[src/mmoc_defs.vh]
// Register offsets, field positions and reset values of the motor output mode control block.
// Behaviour
// (RULE1) Output gate enable low tri-states all six outputs and stops controller clock.
// (RULE2) Writing soft-reset bit returns every controller register to reset state; code clears filt_r, currentComp and prdata only on rst_n.
// (RULE3) Sensor mode ignores step top bit; sensorless uses before and after behaviour.
// (RULE4) Without direct access, preloaded values become active at a commutation event.
// (RULE5) Direct access phase write drives outputs, loads all preloads, stops clock.
// (RULE6) Stopped clock keeps timer counter value; counter stays writable.
// (RULE7) Direct access outputs are static levels only, no PWM.
// (RULE8) Voltage/current select picks PWM step behaviour before demagnetization.
// (RULE9) Commutation type 1 makes compare register read-only to software.
// (RULE10) Current filter enable inserts filter in current comparator path.
// (RULE11) Compare loads weight times chosen capture divided by 32.
// (RULE12) Two-bit threshold field selects comparator reference level.
// (RULE13) Zero-cross edge select picks falling or rising edge; preloaded.
// (RULE14) Hardware and software demagnetization enables are preloaded until commutation.
// (RULE15) Only step top bit is preloaded; low step bits act immediately.
// (RULE16) Low step bits select even, odd, alternating or all channels after demag.
// (RULE17) Before demag, pattern follows voltage/current mode and top bit.
// (RULE18) Comparator input field routes phase A, B or C; code 11 unused.
// (RULE19) Channel on bits apply at commutation, or at once in direct access.
// (RULE20) Pin level combines polarity and channel on bit per output table.
// (RULE21) Reading a preloaded register returns the active value, not the preload.
// (RULE22) Registers are single word accesses; unused codes are ignored.
`ifndef MMOC_DEFS_VH
`define MMOC_DEFS_VH
`define MMOC_ADDR_TIM 12'h000
`define MMOC_ADDR_CMP 12'h004
`define MMOC_ADDR_WGT 12'h008
`define MMOC_ADDR_ZPRV 12'h00c
`define MMOC_ADDR_ZCUR 12'h010
`define MMOC_ADDR_CRA 12'h014
`define MMOC_ADDR_CRB 12'h018
`define MMOC_ADDR_PHS 12'h01c
`define MMOC_ADDR_POL 12'h020
`define MMOC_ADDR_STS 12'h024
`define MMOC_RST8 8'h00
`define MMOC_A_MOE 7
`define MMOC_A_RST 6
`define MMOC_A_SR 5
`define MMOC_A_DAC 4
`define MMOC_A_VC 3
`define MMOC_A_SWA 2
`define MMOC_A_CFF 1
`define MMOC_A_DCB 0
`define MMOC_B_CPB 5
`define MMOC_B_HDM 4
`define MMOC_B_SDM 3
`define MMOC_B_OS2 2
`define MMOC_DIV_SHIFT 5
`endif

[src/mmoc_top.v]
// Motor output mode control: configuration registers, preload logic and output pins.
`timescale 1ns/100ps
`include "mmoc_defs.vh"
module mmoc_top (
  input wire clk,
  input wire rst_n,
  input wire psel,
  input wire penable,
  input wire pwrite,
  input wire [11:0] paddr,
  input wire [31:0] pwdata,
  output reg [31:0] prdata,
  output reg pready,
  output reg pslverr,
  input wire commutationEvent,
  input wire pwmLevel,
  input wire pwmPhaseOdd,
  input wire demagDone,
  input wire phaseInputA,
  input wire phaseInputB,
  input wire phaseInputC,
  input wire currentCompRaw,
  input wire [7:0] captureValue,
  input wire captureEvent,
  output reg [5:0] motorOutputPins,
  output reg [5:0] motorOutputOe,
  output reg ctrlClockRun,
  output reg compInput,
  output reg currentComp,
  output reg [1:0] referenceThresholdSelect,
  output reg zeroCrossEdgeSelect,
  output reg hwDemagEnable,
  output reg swDemagEnable,
  output reg [7:0] commutationTimerCounter
);

  reg [7:0] cfgA_r;
  reg [7:0] cfgBAct_r;
  reg [7:0] cfgBPre_r;
  reg [7:0] phsAct_r;
  reg [7:0] phsPre_r;
  reg [7:0] pol_r;
  reg [7:0] cmp_r;
  reg [7:0] wgt_r;
  reg [7:0] zPrv_r;
  reg [7:0] zCur_r;
  reg [2:0] filt_r;
  reg [5:0] pwmMask;
  reg [5:0] pinNxt;
  reg [31:0] rdNxt;
  reg beforeD;
  reg [1:0] pat;
  wire [15:0] product;
  wire [7:0] mulOperand;
  wire softReset;
  wire gateOn;
  wire direct;
  wire wrEn;
  wire rdEn;
  wire phsWrite;
  wire loadPre;
  wire addrOk;
  reg demag_r;

  localparam [1:0] PAT_EVEN = 2'b00;
  localparam [1:0] PAT_ODD = 2'b01;
  localparam [1:0] PAT_ALT = 2'b10;
  localparam [1:0] PAT_ALL = 2'b11;

  // Channel index 0 is taken as even; returns which active channels carry PWM.
  function [5:0] patMask;
    input [1:0] p;
    input odd;
    begin
      case (p)
        PAT_EVEN: patMask = 6'h15;
        PAT_ODD: patMask = 6'h2a;
        PAT_ALT: patMask = odd ? 6'h2a : 6'h15;
        default: patMask = 6'h3f;
      endcase
    end
  endfunction

  function isReg;
    input [11:0] a;
    begin
      isReg = (a == `MMOC_ADDR_TIM) || (a == `MMOC_ADDR_CMP) || (a == `MMOC_ADDR_WGT) ||
        (a == `MMOC_ADDR_ZPRV) || (a == `MMOC_ADDR_ZCUR) || (a == `MMOC_ADDR_CRA) ||
        (a == `MMOC_ADDR_CRB) || (a == `MMOC_ADDR_PHS) || (a == `MMOC_ADDR_POL) ||
        (a == `MMOC_ADDR_STS);
    end
  endfunction

  assign addrOk = isReg(paddr);
  assign wrEn = psel && penable && pwrite && pready;
  assign rdEn = psel && penable && !pwrite;
  assign softReset = wrEn && addrOk && (paddr == `MMOC_ADDR_CRA) && pwdata[`MMOC_A_RST]; // [RULE2]
  assign gateOn = cfgA_r[`MMOC_A_MOE];
  assign direct = cfgA_r[`MMOC_A_DAC];
  assign phsWrite = wrEn && (paddr == `MMOC_ADDR_PHS);
  assign loadPre = direct ? (phsWrite && gateOn) : commutationEvent; // [RULE4] [RULE5]
  // The arriving capture becomes the current value and the old current value the previous one.
  assign mulOperand = cfgA_r[`MMOC_A_DCB] ? captureValue : zCur_r; // [RULE11]
  assign product = wgt_r * mulOperand;

  // Register file, preload transfer and capture datapath.
  always @(posedge clk) begin
    if (!rst_n || softReset) begin // [RULE2]
      cfgA_r <= `MMOC_RST8;
      cfgBAct_r <= `MMOC_RST8;
      cfgBPre_r <= `MMOC_RST8;
      phsAct_r <= `MMOC_RST8;
      phsPre_r <= `MMOC_RST8;
      pol_r <= `MMOC_RST8;
      cmp_r <= `MMOC_RST8;
      wgt_r <= `MMOC_RST8;
      zPrv_r <= `MMOC_RST8;
      zCur_r <= `MMOC_RST8;
      commutationTimerCounter <= `MMOC_RST8;
      demag_r <= 1'b0;
    end else begin
      if (ctrlClockRun) begin
        commutationTimerCounter <= commutationTimerCounter + 8'h01;
      end
      if (captureEvent && ctrlClockRun) begin
        zPrv_r <= zCur_r;
        zCur_r <= captureValue;
      end
      // Autoswitched mode reloads the compare on each capture.
      if (captureEvent && ctrlClockRun && cfgA_r[`MMOC_A_SWA]) begin
        cmp_r <= product[7+`MMOC_DIV_SHIFT:`MMOC_DIV_SHIFT]; // [RULE11]
      end
      if (commutationEvent) begin
        demag_r <= 1'b0;
      end else if (demagDone) begin
        demag_r <= 1'b1;
      end
      if (loadPre) begin
        cfgBAct_r[7:2] <= cfgBPre_r[7:2]; // [RULE13] [RULE14] [RULE15]
        phsAct_r <= direct ? pwdata[7:0] : phsPre_r; // [RULE19]
      end
      if (wrEn) begin
        case (paddr)
          `MMOC_ADDR_TIM: commutationTimerCounter <= pwdata[7:0]; // [RULE6]
          `MMOC_ADDR_CMP: begin
            if (!cfgA_r[`MMOC_A_SWA]) begin
              cmp_r <= pwdata[7:0]; // [RULE9]
            end
          end
          `MMOC_ADDR_WGT: wgt_r <= pwdata[7:0];
          `MMOC_ADDR_ZPRV: zPrv_r <= pwdata[7:0];
          `MMOC_ADDR_ZCUR: zCur_r <= pwdata[7:0];
          `MMOC_ADDR_CRA: cfgA_r <= {pwdata[7], 1'b0, pwdata[5:0]};
          `MMOC_ADDR_CRB: begin
            cfgBPre_r <= pwdata[7:0];
            cfgBAct_r[7:6] <= pwdata[7:6]; // [RULE12]
            cfgBAct_r[1:0] <= pwdata[1:0]; // [RULE15]
          end
          `MMOC_ADDR_PHS: phsPre_r <= pwdata[7:0];
          `MMOC_ADDR_POL: pol_r <= pwdata[7:0];
          default: begin
          end
        endcase
      end
    end
  end

  // PWM pattern selection before and after demagnetization.
  always @* begin
    beforeD = !demag_r && !cfgA_r[`MMOC_A_SR]; // [RULE3]
    if (beforeD && cfgA_r[`MMOC_A_VC]) begin
      pat = cfgBAct_r[`MMOC_B_OS2] ? PAT_ODD : PAT_EVEN; // [RULE8] [RULE17]
    end else if (beforeD && cfgBAct_r[`MMOC_B_OS2]) begin
      pat = PAT_ALT; // [RULE17]
    end else begin
      pat = cfgBAct_r[1:0]; // [RULE16]
    end
    // Alternating code in voltage sensorless with top bit clear means no chopping.
    if (pat == PAT_ALT && !cfgA_r[`MMOC_A_VC] && !cfgA_r[`MMOC_A_SR] &&
        !cfgBAct_r[`MMOC_B_OS2]) begin
      pwmMask = 6'h00; // [RULE16]
    end else begin
      pwmMask = patMask(pat, pwmPhaseOdd);
    end
    if (direct) begin
      pwmMask = 6'h00; // [RULE7]
    end
    // Chopped channels go to their off level while the PWM level is low.
    pinNxt = ~(pol_r[5:0] ^ (phsAct_r[5:0] & ~(pwmMask & {6{!pwmLevel}}))); // [RULE20]
  end

  always @* begin
    case (paddr)
      `MMOC_ADDR_TIM: rdNxt = {24'h000000, commutationTimerCounter};
      `MMOC_ADDR_CMP: rdNxt = {24'h000000, cmp_r};
      `MMOC_ADDR_WGT: rdNxt = {24'h000000, wgt_r};
      `MMOC_ADDR_ZPRV: rdNxt = {24'h000000, zPrv_r};
      `MMOC_ADDR_ZCUR: rdNxt = {24'h000000, zCur_r};
      `MMOC_ADDR_CRA: rdNxt = {24'h000000, cfgA_r};
      `MMOC_ADDR_CRB: rdNxt = {24'h000000, cfgBAct_r}; // [RULE21]
      `MMOC_ADDR_PHS: rdNxt = {24'h000000, phsAct_r}; // [RULE21]
      `MMOC_ADDR_POL: rdNxt = {24'h000000, pol_r};
      `MMOC_ADDR_STS: rdNxt = {29'h00000000, demag_r, ctrlClockRun, currentComp};
      default: rdNxt = 32'h00000000;
    endcase
  end

  // Bus answer and registered outputs.
  always @(posedge clk) begin
    if (!rst_n) begin
      prdata <= 32'h00000000;
      pready <= 1'b0;
      pslverr <= 1'b0;
      motorOutputPins <= 6'h00;
      motorOutputOe <= 6'h00;
      ctrlClockRun <= 1'b0;
      compInput <= 1'b0;
      currentComp <= 1'b0;
      referenceThresholdSelect <= 2'b00;
      zeroCrossEdgeSelect <= 1'b0;
      hwDemagEnable <= 1'b0;
      swDemagEnable <= 1'b0;
      filt_r <= 3'b000;
    end else begin
      pready <= psel && penable && !pready; // [RULE22]
      pslverr <= psel && penable && !pready && !addrOk; // [RULE22]
      if (rdEn && !pready) begin
        prdata <= rdNxt;
      end
      motorOutputPins <= pinNxt; // [RULE20]
      motorOutputOe <= gateOn ? 6'h3f : 6'h00; // [RULE1]
      ctrlClockRun <= gateOn && !direct; // [RULE1] [RULE5] [RULE6]
      case (phsAct_r[7:6])
        2'b00: compInput <= phaseInputA; // [RULE18]
        2'b01: compInput <= phaseInputB;
        2'b10: compInput <= phaseInputC;
        default: compInput <= 1'b0;
      endcase
      filt_r <= {filt_r[1:0], currentCompRaw};
      // Filter passes a level only after three equal samples.
      if (!cfgA_r[`MMOC_A_CFF]) begin
        currentComp <= currentCompRaw; // [RULE10]
      end else if (filt_r == 3'b111 || filt_r == 3'b000) begin
        currentComp <= filt_r[0]; // [RULE10]
      end
      referenceThresholdSelect <= cfgBAct_r[7:6]; // [RULE12]
      zeroCrossEdgeSelect <= cfgBAct_r[`MMOC_B_CPB]; // [RULE13]
      hwDemagEnable <= cfgBAct_r[`MMOC_B_HDM]; // [RULE14]
      swDemagEnable <= cfgBAct_r[`MMOC_B_SDM]; // [RULE14]
    end
  end

endmodule
[config.mk]
export PLATFORM = sky130hd
export DESIGN_NAME = mmoc_top
export DESIGN_NICKNAME = d
export VERILOG_FILES = /design/src/mmoc_top.v
export VERILOG_INCLUDE_DIRS = /design/src
export SDC_FILE = /design/constraint.sdc
export NUM_CORES = 1
export LEC_CHECK = 0
export ABC_AREA = 0
export ABC_CLOCK_PERIOD_IN_PS = 8300
export BUFFER_PORTS_ARGS = -buffer_cell sky130_fd_sc_hd__buf_2
export CORE_ASPECT_RATIO = 1.4
export CORE_UTILIZATION = 41
export DETAILED_ROUTE_END_ITERATION = 6
export PLACE_DENSITY = 0.71
export SETUP_SLACK_MARGIN = 0.05
export SLEW_MARGIN = 20
export SYNTH_ARGS = -nofsm -noshare
export SYNTH_HDL_FRONTEND = slang
export SYNTH_SLANG_ARGS = --single-unit
[constraint.sdc]
create_clock -name clk -period 8.3 [get_ports clk]
set_input_delay 0.415 -clock clk [delete_from_list [all_inputs] [get_ports clk]]
set_output_delay 0.415 -clock clk [all_outputs]
set_load 0.05 [all_outputs]
==> results.md, run 1 <==
* Outcome: complete, no violations
* DR pass1 iterations at 6
* Overall Global Routing Usage at 0.234
* Post-synthesis async set-or-reset flop share at 0
* Row count at 58
* Worst slew pin tran at 1.03 ns
* Fmax at 185 MHz
* Design Power at 1.38 mW
* Register Area at 2280 µm²
* Clk sinks at 114
* Starting Density at 0.417
* Final hold violation count at 0
* Seq/Total Area, Yosys at 0.306
* Sequential fraction of design power at 0.402
* Post-synthesis mux area share at 0.126
* Max_cap viols at 0
* Via-to-Cell Ratio at 5.49
* P&R area growth vs syn at 13.0%
* Port buffer count at 79
* Clock slew at reported path FFs at 0.06 ns
* Routed WL per cell at 18.3 µm
* Number of global-route vias before repair at 6070
* Post-CTS Hold Fix Bufs at 0
* Util after Layout at 0.471
* Fin crit share at 0.651
* DP HPWL at 15100 µm
* First-pass GRT wire length at 32900 µm
* Grt total ovfl at 0
* HP Class: in -> reg
* PwrDens at 163 nW/µm²
* Adder-Cell Fraction of Synth Area at 0.127
* Post-place setup slack at 2.93 ns
* Most common cell in the synthesized netlist: dfxtp_1
* Antenna violations before repair at 1
* # Post-CTS Setup Buffers at 0
* Die Span Y at 162 µm
* Arrival @ worst endpoint at 5.69 ns
* Pins Over Slew Limit at 0
* Antenna Nets Post-Route at 0
* Post-place instance area at 7840 µm²
* Hold_ws at 0.202 ns
* Slowest CP cell: dfxtp_1
* DIE AREA at 18800 µm²
* # DRC at 0
* Dpl cells at 1112
* Metal-1 WL at 7910 µm
* Comb power frac at 0.070
* Gpl congestion at 0.957
* Pin count of the biggest net entering global routing at 81
* Yosys warnings at 0
* Final Skew at 0.0108 ns
* CTS tree: built
* Setup TNS at 0 ns
* CP Class: reg -> reg
* Final setup violation count at 0
* Clk_lat worst skew at 0.42 ns
* Max Buffers Root-to-Sink at 2
* WL met3 at 908 µm
* Synth Area in Simple Gates at 0.192
* Post-synthesis xor/xnor area fraction at 0.0293
* Core Box Area at 17900 µm²
* NetSw at 0.341 mW
* Leakage at 3.49 nW
* Clk pwr share at 0.528
* # IOs at 128
* Largest family of logic cells by synthesized area: simple AND/OR/NAND/NOR gates
* H-tree depth at 4
* CP top delay family: adder cells
* Worst-path cell chain: mux2i_1 -> nor2_1 -> fa_1 -> fa_1 -> inv_1 -> fa_1 -> fa_1 -> inv_1 -> ha_1 -> nand3_1 -> or4_1 -> a21boi_1 -> o22a_1 -> xnor2_1 -> a21oi_1
* Drt first-iter violations at 514
* Cell taking the most area after synthesis: dfxtp_1
* CP max FO at 10
* Total CTS buffers at 17
* Slew HR at 0.311
* WP data required at 8.59 ns
* Clock root buffer: clkbuf_16
* Cell area after synthesis at 7470 µm²
* RSZ-0062 raised after global routing: no
* Crit-path max cell delay at 0.75 ns
* Sw frac at 0.248
* Final setup margin at 2.90 ns
* Register bit total from synthesis at 114
* Layout cells sized above 1 at 0.146
* Multi-input gate area at 4620 µm²
* Final cell count without fillers at 1145
* CP bufs+invs at 2
* Top_reg_cell synth: dfxtp_1
* DR vias at 6289
* Die width at 116 µm
* CP Launch Type: flip-flop
* Most frequent cells after synthesis: dfxtp_1 (114), nor2_1 (102), mux2i_1 (83), inv_1 (55), nor2b_1 (52)
* CTS resizes at 0
* VDD IR max at 0.000134 V
* Final Instance Area at 8430 µm²
* Syn Area/Cell at 8.86 µm²
* Top cells by area, synth: dfxtp_1 (31%), mux2i_1 (11%), fa_1 (8.8%), nor2_1 (5.1%), nor2b_1 (4.4%)
* # fillers at 1821
* Final layout net count at 1013
* Synth top area share at 0.306
* EDFF count, synth at 0
* Post-Route WL at 20900 µm
* Cell mode on critical path: fa_1
* Synth Instances at 843
* Met2 Wirelength at 10600 µm
* Yosys cell types at 69
* DR top layer: met4
* Fin crit period at 5.40 ns
* Crit path capture type: flip-flop
* Synth Area in Compound Gates at 0.132
* Pint at 1.04 mW
==> cell families (layout without fill, tap and decap cells) <==
kind of cell	count (synthesis)	after routing
AO/OA/AOI/OAI	144	144
buffers and inverters	132	170
adder cells (fa/ha/maj)	56	56
flip-flops	114	114
other	1	25
XOR/XNOR	25	25
multiplexers	92	92
AND/OR/NAND/NOR	279	279
==> power by group through the flow <==
stage	Clock, mW	Sequential, mW	Combinational (mW)
after floorplan	0	0.574	0.0681
after global placement	0	0.565	0.0945
after detailed placement	0	0.565	0.0950
after CTS	0.736	0.553	0.0952
after global routing	0.760	0.553	0.101
final	0.727	0.553	0.0964
==> placed cells by master, fill, tap and decap left out, types with 3 or more instances in the layout <==
cell,instances
conb_1,24
fa_1,33
a221oi_1,3
o211ai_1,5
nand2b_1,12
nand3_1,17
buf_2,79
buf_4,4
inv_1,55
a31oi_1,3
nor2b_1,52
a22oi_1,6
clkinv_2,3
nand3b_1,3
nor3_2,3
a21oi_1,37
nor2_1,102
mux2i_1,83
and2_1,16
clkbuf_8,3
clkinvlp_4,5
clkbuf_16,17
a21o_1,3
nand2_1,34
and3_1,3
nand4_1,5
or3_1,9
mux2_2,8
ha_1,23
xnor2_1,14
a211oi_1,29
o21ai_0,21
xor2_1,11
dfxtp_1,114
a21boi_0,4
a22o_1,3
nor3_1,9
==> layer usage <==
layer | up-vias | track usage
li1 | 2939 | -
met1 | 3012 | 0.257
met2 | 241 | 0.403
met3 | 97 | 0.0358
met4 | 0 | 0.170
met5 | - | 0
==> sequential cells by signal (all words and copies together) (netlist names), 8 cells and up <==
name,count
cmp_r,8
zPrv_r,8
phsPre_r,8
zCur_r,8
commutationTimerCounter,8
wgt_r,8
phsAct_r,8
prdata,8
pol_r,8
==> area by class of cell <==
cell class | count | share of cell area
multi-input cells | 620 | 0.548
flip-flops and latches | 114 | 0.271
clock buffers | 20 | 0.0553
repair buffers | 83 | 0.0504
well taps | 240 | 0.0356
inverters | 55 | 0.0245
clock inverters | 12 | 0.0154
diodes | 1 | 0.000297
==> path summary, 6_finish.rpt <==
path,slack (ns),end,startpoint,depth (start not counted)
worst max-delay path,2.90,cmp_r[5]$_SDFF_PP0_,cfgA_r[0]$_SDFFE_PP0P_,15
worst min-delay path,0.20,demag_r$_SDFFE_PP0P_,commutationEvent,2
worst max register to register,2.90,cmp_r[5]$_SDFF_PP0_,cfgA_r[0]$_SDFFE_PP0P_,15
worst min register to register,0.46,pol_r[7]$_SDFFE_PP0P_,pol_r[7]$_SDFFE_PP0P_,2
Power figures use the tool's default switching activity.
==> inputs of run 2 (changes only) <==
- ABC_AREA: 0 -> 1
- ABC_CLOCK_PERIOD_IN_PS: 8300 -> 5050
- clock period: 8.3 -> 5.05 ns (I/O delays scaled with it)
==> run 2 against run 1 <==
  * Register-to-register slack worse by 2.4 ns
  * Synthesized cell count grew 35%
  * Global-route usage barely moved
  * Sequential share of layout area is 1.3 points lower
  * First-iteration DRC count down 2.3%
  * Via count rose by 19%
  * Worst setup slack lost 2.4 ns
  * Die area up 4.5%
  * Final cell count grew 27%
  * Maximum frequency rose by 19%
  * Cell area grew 4.9%
  * Clock skew down 0.0015 ns
  * Critical path type unchanged
==> results.md, run 2 <==
* GR peak layer: met2 (unchanged)
* EDFF count, synth at 0 (unchanged)
* Worst slew pin tran at 1.02 ns (was 1.03 ns)
* CTS resizes at 0 (unchanged)
* Register Area at 2280 µm² (unchanged)
* Final setup margin at 0.519 ns (was 2.90 ns)
* Seq/Total Area, Yosys at 0.292 (was 0.306)
* Most frequent cells in the layout: nand2_1 (271), inv_1 (171), nor2_1 (136) (was dfxtp_1 (114), nor2_1 (102), mux2i_1 (83))
* Syn Area/Cell at 6.88 µm² (was 8.86 µm²)
* VDD IR max at 0.000360 V (was 0.000134 V)
* Pin count of the biggest net entering global routing at 59 (was 81)
* Max Buffers Root-to-Sink at 2 (unchanged)
* Multi-input gate area at 4510 µm² (was 4620 µm²)
* HP Class: in -> reg (unchanged)
* Clk sinks at 114 (unchanged)
* Final Skew at 0.00927 ns (was 0.0108 ns)
* Met3 Use GR at 0.0299 (was 0.0358)
* Overall Global Routing Usage at 0.234 (about the same)
* Post-place setup slack at 0.525 ns (was 2.93 ns)
* Arrival @ worst endpoint at 4.89 ns (was 5.69 ns)
* Cell area after synthesis at 7810 µm² (was 7470 µm²)
* Outcome: complete, no violations (unchanged)
* Fin crit share at 0.897 (was 0.651)
* # IOs at 128 (unchanged)
* Number of global-route vias before repair at 7121 (was 6070)
* Final setup violation count at 0 (unchanged)
* Setup TNS at 0 ns (unchanged)
* Final hold violation count at 0 (unchanged)
* Post-Route WL at 22300 µm (was 20900 µm)
* Register bit total from synthesis at 114 (unchanged)
* Slew HR at 0.319 (was 0.311)
* Fin crit period at 4.53 ns (was 5.40 ns)
* Top cells by area, synth: dfxtp_1 (29%), nand2_1 (13%), fa_1 (8.5%), inv_1 (8.2%), nor2_1 (6.5%) (was dfxtp_1 (31%), mux2i_1 (11%), fa_1 (8.8%), nor2_1 (5.1%), nor2b_1 (4.4%))
* Dpl cells at 1423 (was 1112)
* # Post-CTS Setup Buffers at 0 (unchanged)
* Clock slew at reported path FFs at 0.05 ns (was 0.06 ns)
* Post-synthesis async set-or-reset flop share at 0 (unchanged)
* Antenna violations before repair at 0 (was 1)
* PwrDens at 266 nW/µm² (was 163 nW/µm²)
* Grt total ovfl at 0 (unchanged)
* Starting Density at 0.420 (was 0.417)
* DR pass1 iterations at 5 (was 6)
* Clk_lat worst skew at 0.42 ns (about the same)
* DP HPWL at 16800 µm (was 15100 µm)
* Core Box Area at 18600 µm² (was 17900 µm²)
* CTS tree: built (unchanged)
* Max_cap viols at 0 (unchanged)
* Yosys cell types at 45 (was 69)
* Number of diodes at 0 (was 1)
* Util after Layout at 0.476 (was 0.471)
* Layout cells sized above 1 at 0.130 (was 0.146)
* # fillers at 1908 (was 1821)
* DIE AREA at 19600 µm² (was 18800 µm²)
* # DRC at 0 (unchanged)
* Via-to-Cell Ratio at 5.13 (was 5.49)
* Gpl congestion at 0.966 (was 0.957)
* Most common cell after layout, fill and taps aside: nand2_1 (was dfxtp_1)
* Synth top area share at 0.292 (was 0.306)
* Die width at 119 µm (was 116 µm)
* Synth Instances at 1134 (was 843)
* Row count at 59 (was 58)
* Top_reg_cell synth: dfxtp_1 (unchanged)
* Total CTS buffers at 17 (unchanged)
* Final cell count without fillers at 1455 (was 1145)
* Pins Over Slew Limit at 0 (unchanged)
* Drt first-iter violations at 502 (was 514)
* CP Class: reg -> reg (unchanged)
* Port buffer count at 79 (unchanged)
* RSZ-0062 raised after global routing: no (unchanged)
* Leakage at 4.01 nW (was 3.49 nW)
* Final layout net count at 1320 (was 1013)
* Most common cell in the synthesized netlist: nand2_1 (was dfxtp_1)
* Crit path capture type: flip-flop (unchanged)
* CP Launch Type: flip-flop (unchanged)
* Fmax at 221 MHz (was 185 MHz)
* Design Power at 2.36 mW (was 1.38 mW)
* Yosys warnings at 0 (unchanged)
* Antenna Nets Post-Route at 0 (unchanged)
* Clock root buffer: clkbuf_16 (unchanged)
* Most frequent cells after synthesis: nand2_1 (271), inv_1 (171), nor2_1 (136), dfxtp_1 (114), nand3_1 (82) (was dfxtp_1 (114), nor2_1 (102), mux2i_1 (83), inv_1 (55), nor2b_1 (52))
* P&R area growth vs syn at 13.4% (was 13.0%)
* Post-CTS Hold Fix Bufs at 0 (unchanged)
* WP data required at 5.40 ns (was 8.59 ns)
* Cell taking the most area after synthesis: dfxtp_1 (unchanged)
* Routed WL per cell at 15.3 µm (was 18.3 µm)
* Die Span Y at 165 µm (was 162 µm)
* CP max FO at 9 (was 10)
* H-tree depth at 4 (unchanged)
* GR Util met1 at 0.247 (was 0.257)
* DR vias at 7460 (was 6289)
* Met2 Usage GRT at 0.443 (was 0.403)
* First-pass GRT wire length at 35600 µm (was 32900 µm)
-- run 2: cell count changes after synthesis, sizes merged, moves of 13 or more --
cell and delta:
nor2b -52, nand2 +243, inv +119, nand3 +70
a21oi +36, nor2 +44, xnor2 -14, a211oi -13
o21ai +32, mux2i -76, and2 -16
-- run 2: final timing paths --
| path | cells past startpoint | slack [ns] | from | end |
|---|---|---|---|---|
| setup / recovery | 23 | 0.52 | cfgA_r[0]$_SDFFE_PP0P_ | cmp_r[7]$_SDFF_PP0_ |
| hold / removal | 3 | 0.03 | currentCompRaw | filt_r[0]$_SDFF_PN0_ |
| setup reg to reg | 23 | 0.52 | cfgA_r[0]$_SDFFE_PP0P_ | cmp_r[7]$_SDFF_PP0_ |
| hold reg to reg | 2 | 0.46 | cfgBPre_r[3]$_SDFFE_PP0P_ | cfgBAct_r[3]$_SDFFE_PP0P_ |
-- run 2: kinds of logic (layout without fill, tap and decap cells) --
kind of cell / count (synthesis) / in the layout / synth area share
AOI/OAI and AO/OA: 168 / 168 / 0.126
xor gates and xnor gates: 5 / 5 / 0.00561
adders and majority gates: 56 / 56 / 0.121
buffers and inverters: 243 / 297 / 0.142
DFF: 114 / 114 / 0.292
muxes: 7 / 7 / 0.00898
other: 1 / 24 / 0.000480
and+or+nand+nor: 540 / 540 / 0.303
-- run 2: cell type report --
class                           count  area share
Inverter                          178      0.0755
Multi-Input combinational cell    800       0.510
Timing Repair Buffer               87      0.0515
Tap cell                          244      0.0345
Clock inverter                     11      0.0178
Clock buffer                       21      0.0532
Sequential cell                   114       0.258
-- run 2: power by group --
| group | switching (mW) | internal (mW) | leakage (nW) |
|---|---|---|---|
| combinational | 0.131 | 0.0297 | 2.77 |
| sequential | 0.00845 | 0.911 | 0.924 |
| clock | 0.417 | 0.858 | 0.312 |
| total | 0.557 | 1.80 | 4.01 |
-- run 2: per-stage QoR --
step	hold slack (ns)	area, µm²
after global placement	0.437	8220
final	0.0275	8850
after CTS	0.0227	8850
after global routing	0.0342	8850
after detailed placement	0.450	8220
after floorplan	0.332	7890
-- run 2: routing by layer --
| layer | up-vias | share of wire |
|---|---|---|
| li1 | 3671 | - |
| met1 | 3461 | 0.38 |
| met2 | 261 | 0.53 |
| met3 | 67 | 0.043 |
| met4 | 0 | 0.050 |
| met5 | - | 0 |
-- run 2: worst max-delay path, cell delays in order, from the launching register on --
cell     delay [ns]
dfxtp_1        0.34
inv_2          0.09
or2_2          0.28
o21ai_1        0.22
buf_4          0.19
nor2_1         0.05
fa_1           0.47
fa_1           0.54
inv_1          0.04
fa_1           0.47
fa_1           0.55
inv_1          0.04
ha_1           0.34
nand2_1        0.11
inv_1          0.04
nand2_1        0.06
nand2_1        0.06
nand2_1        0.06
nand2_1        0.04
nor2_1         0.16
inv_1          0.06
nand2_1        0.06
nand3_1        0.06
a21oi_1        0.14
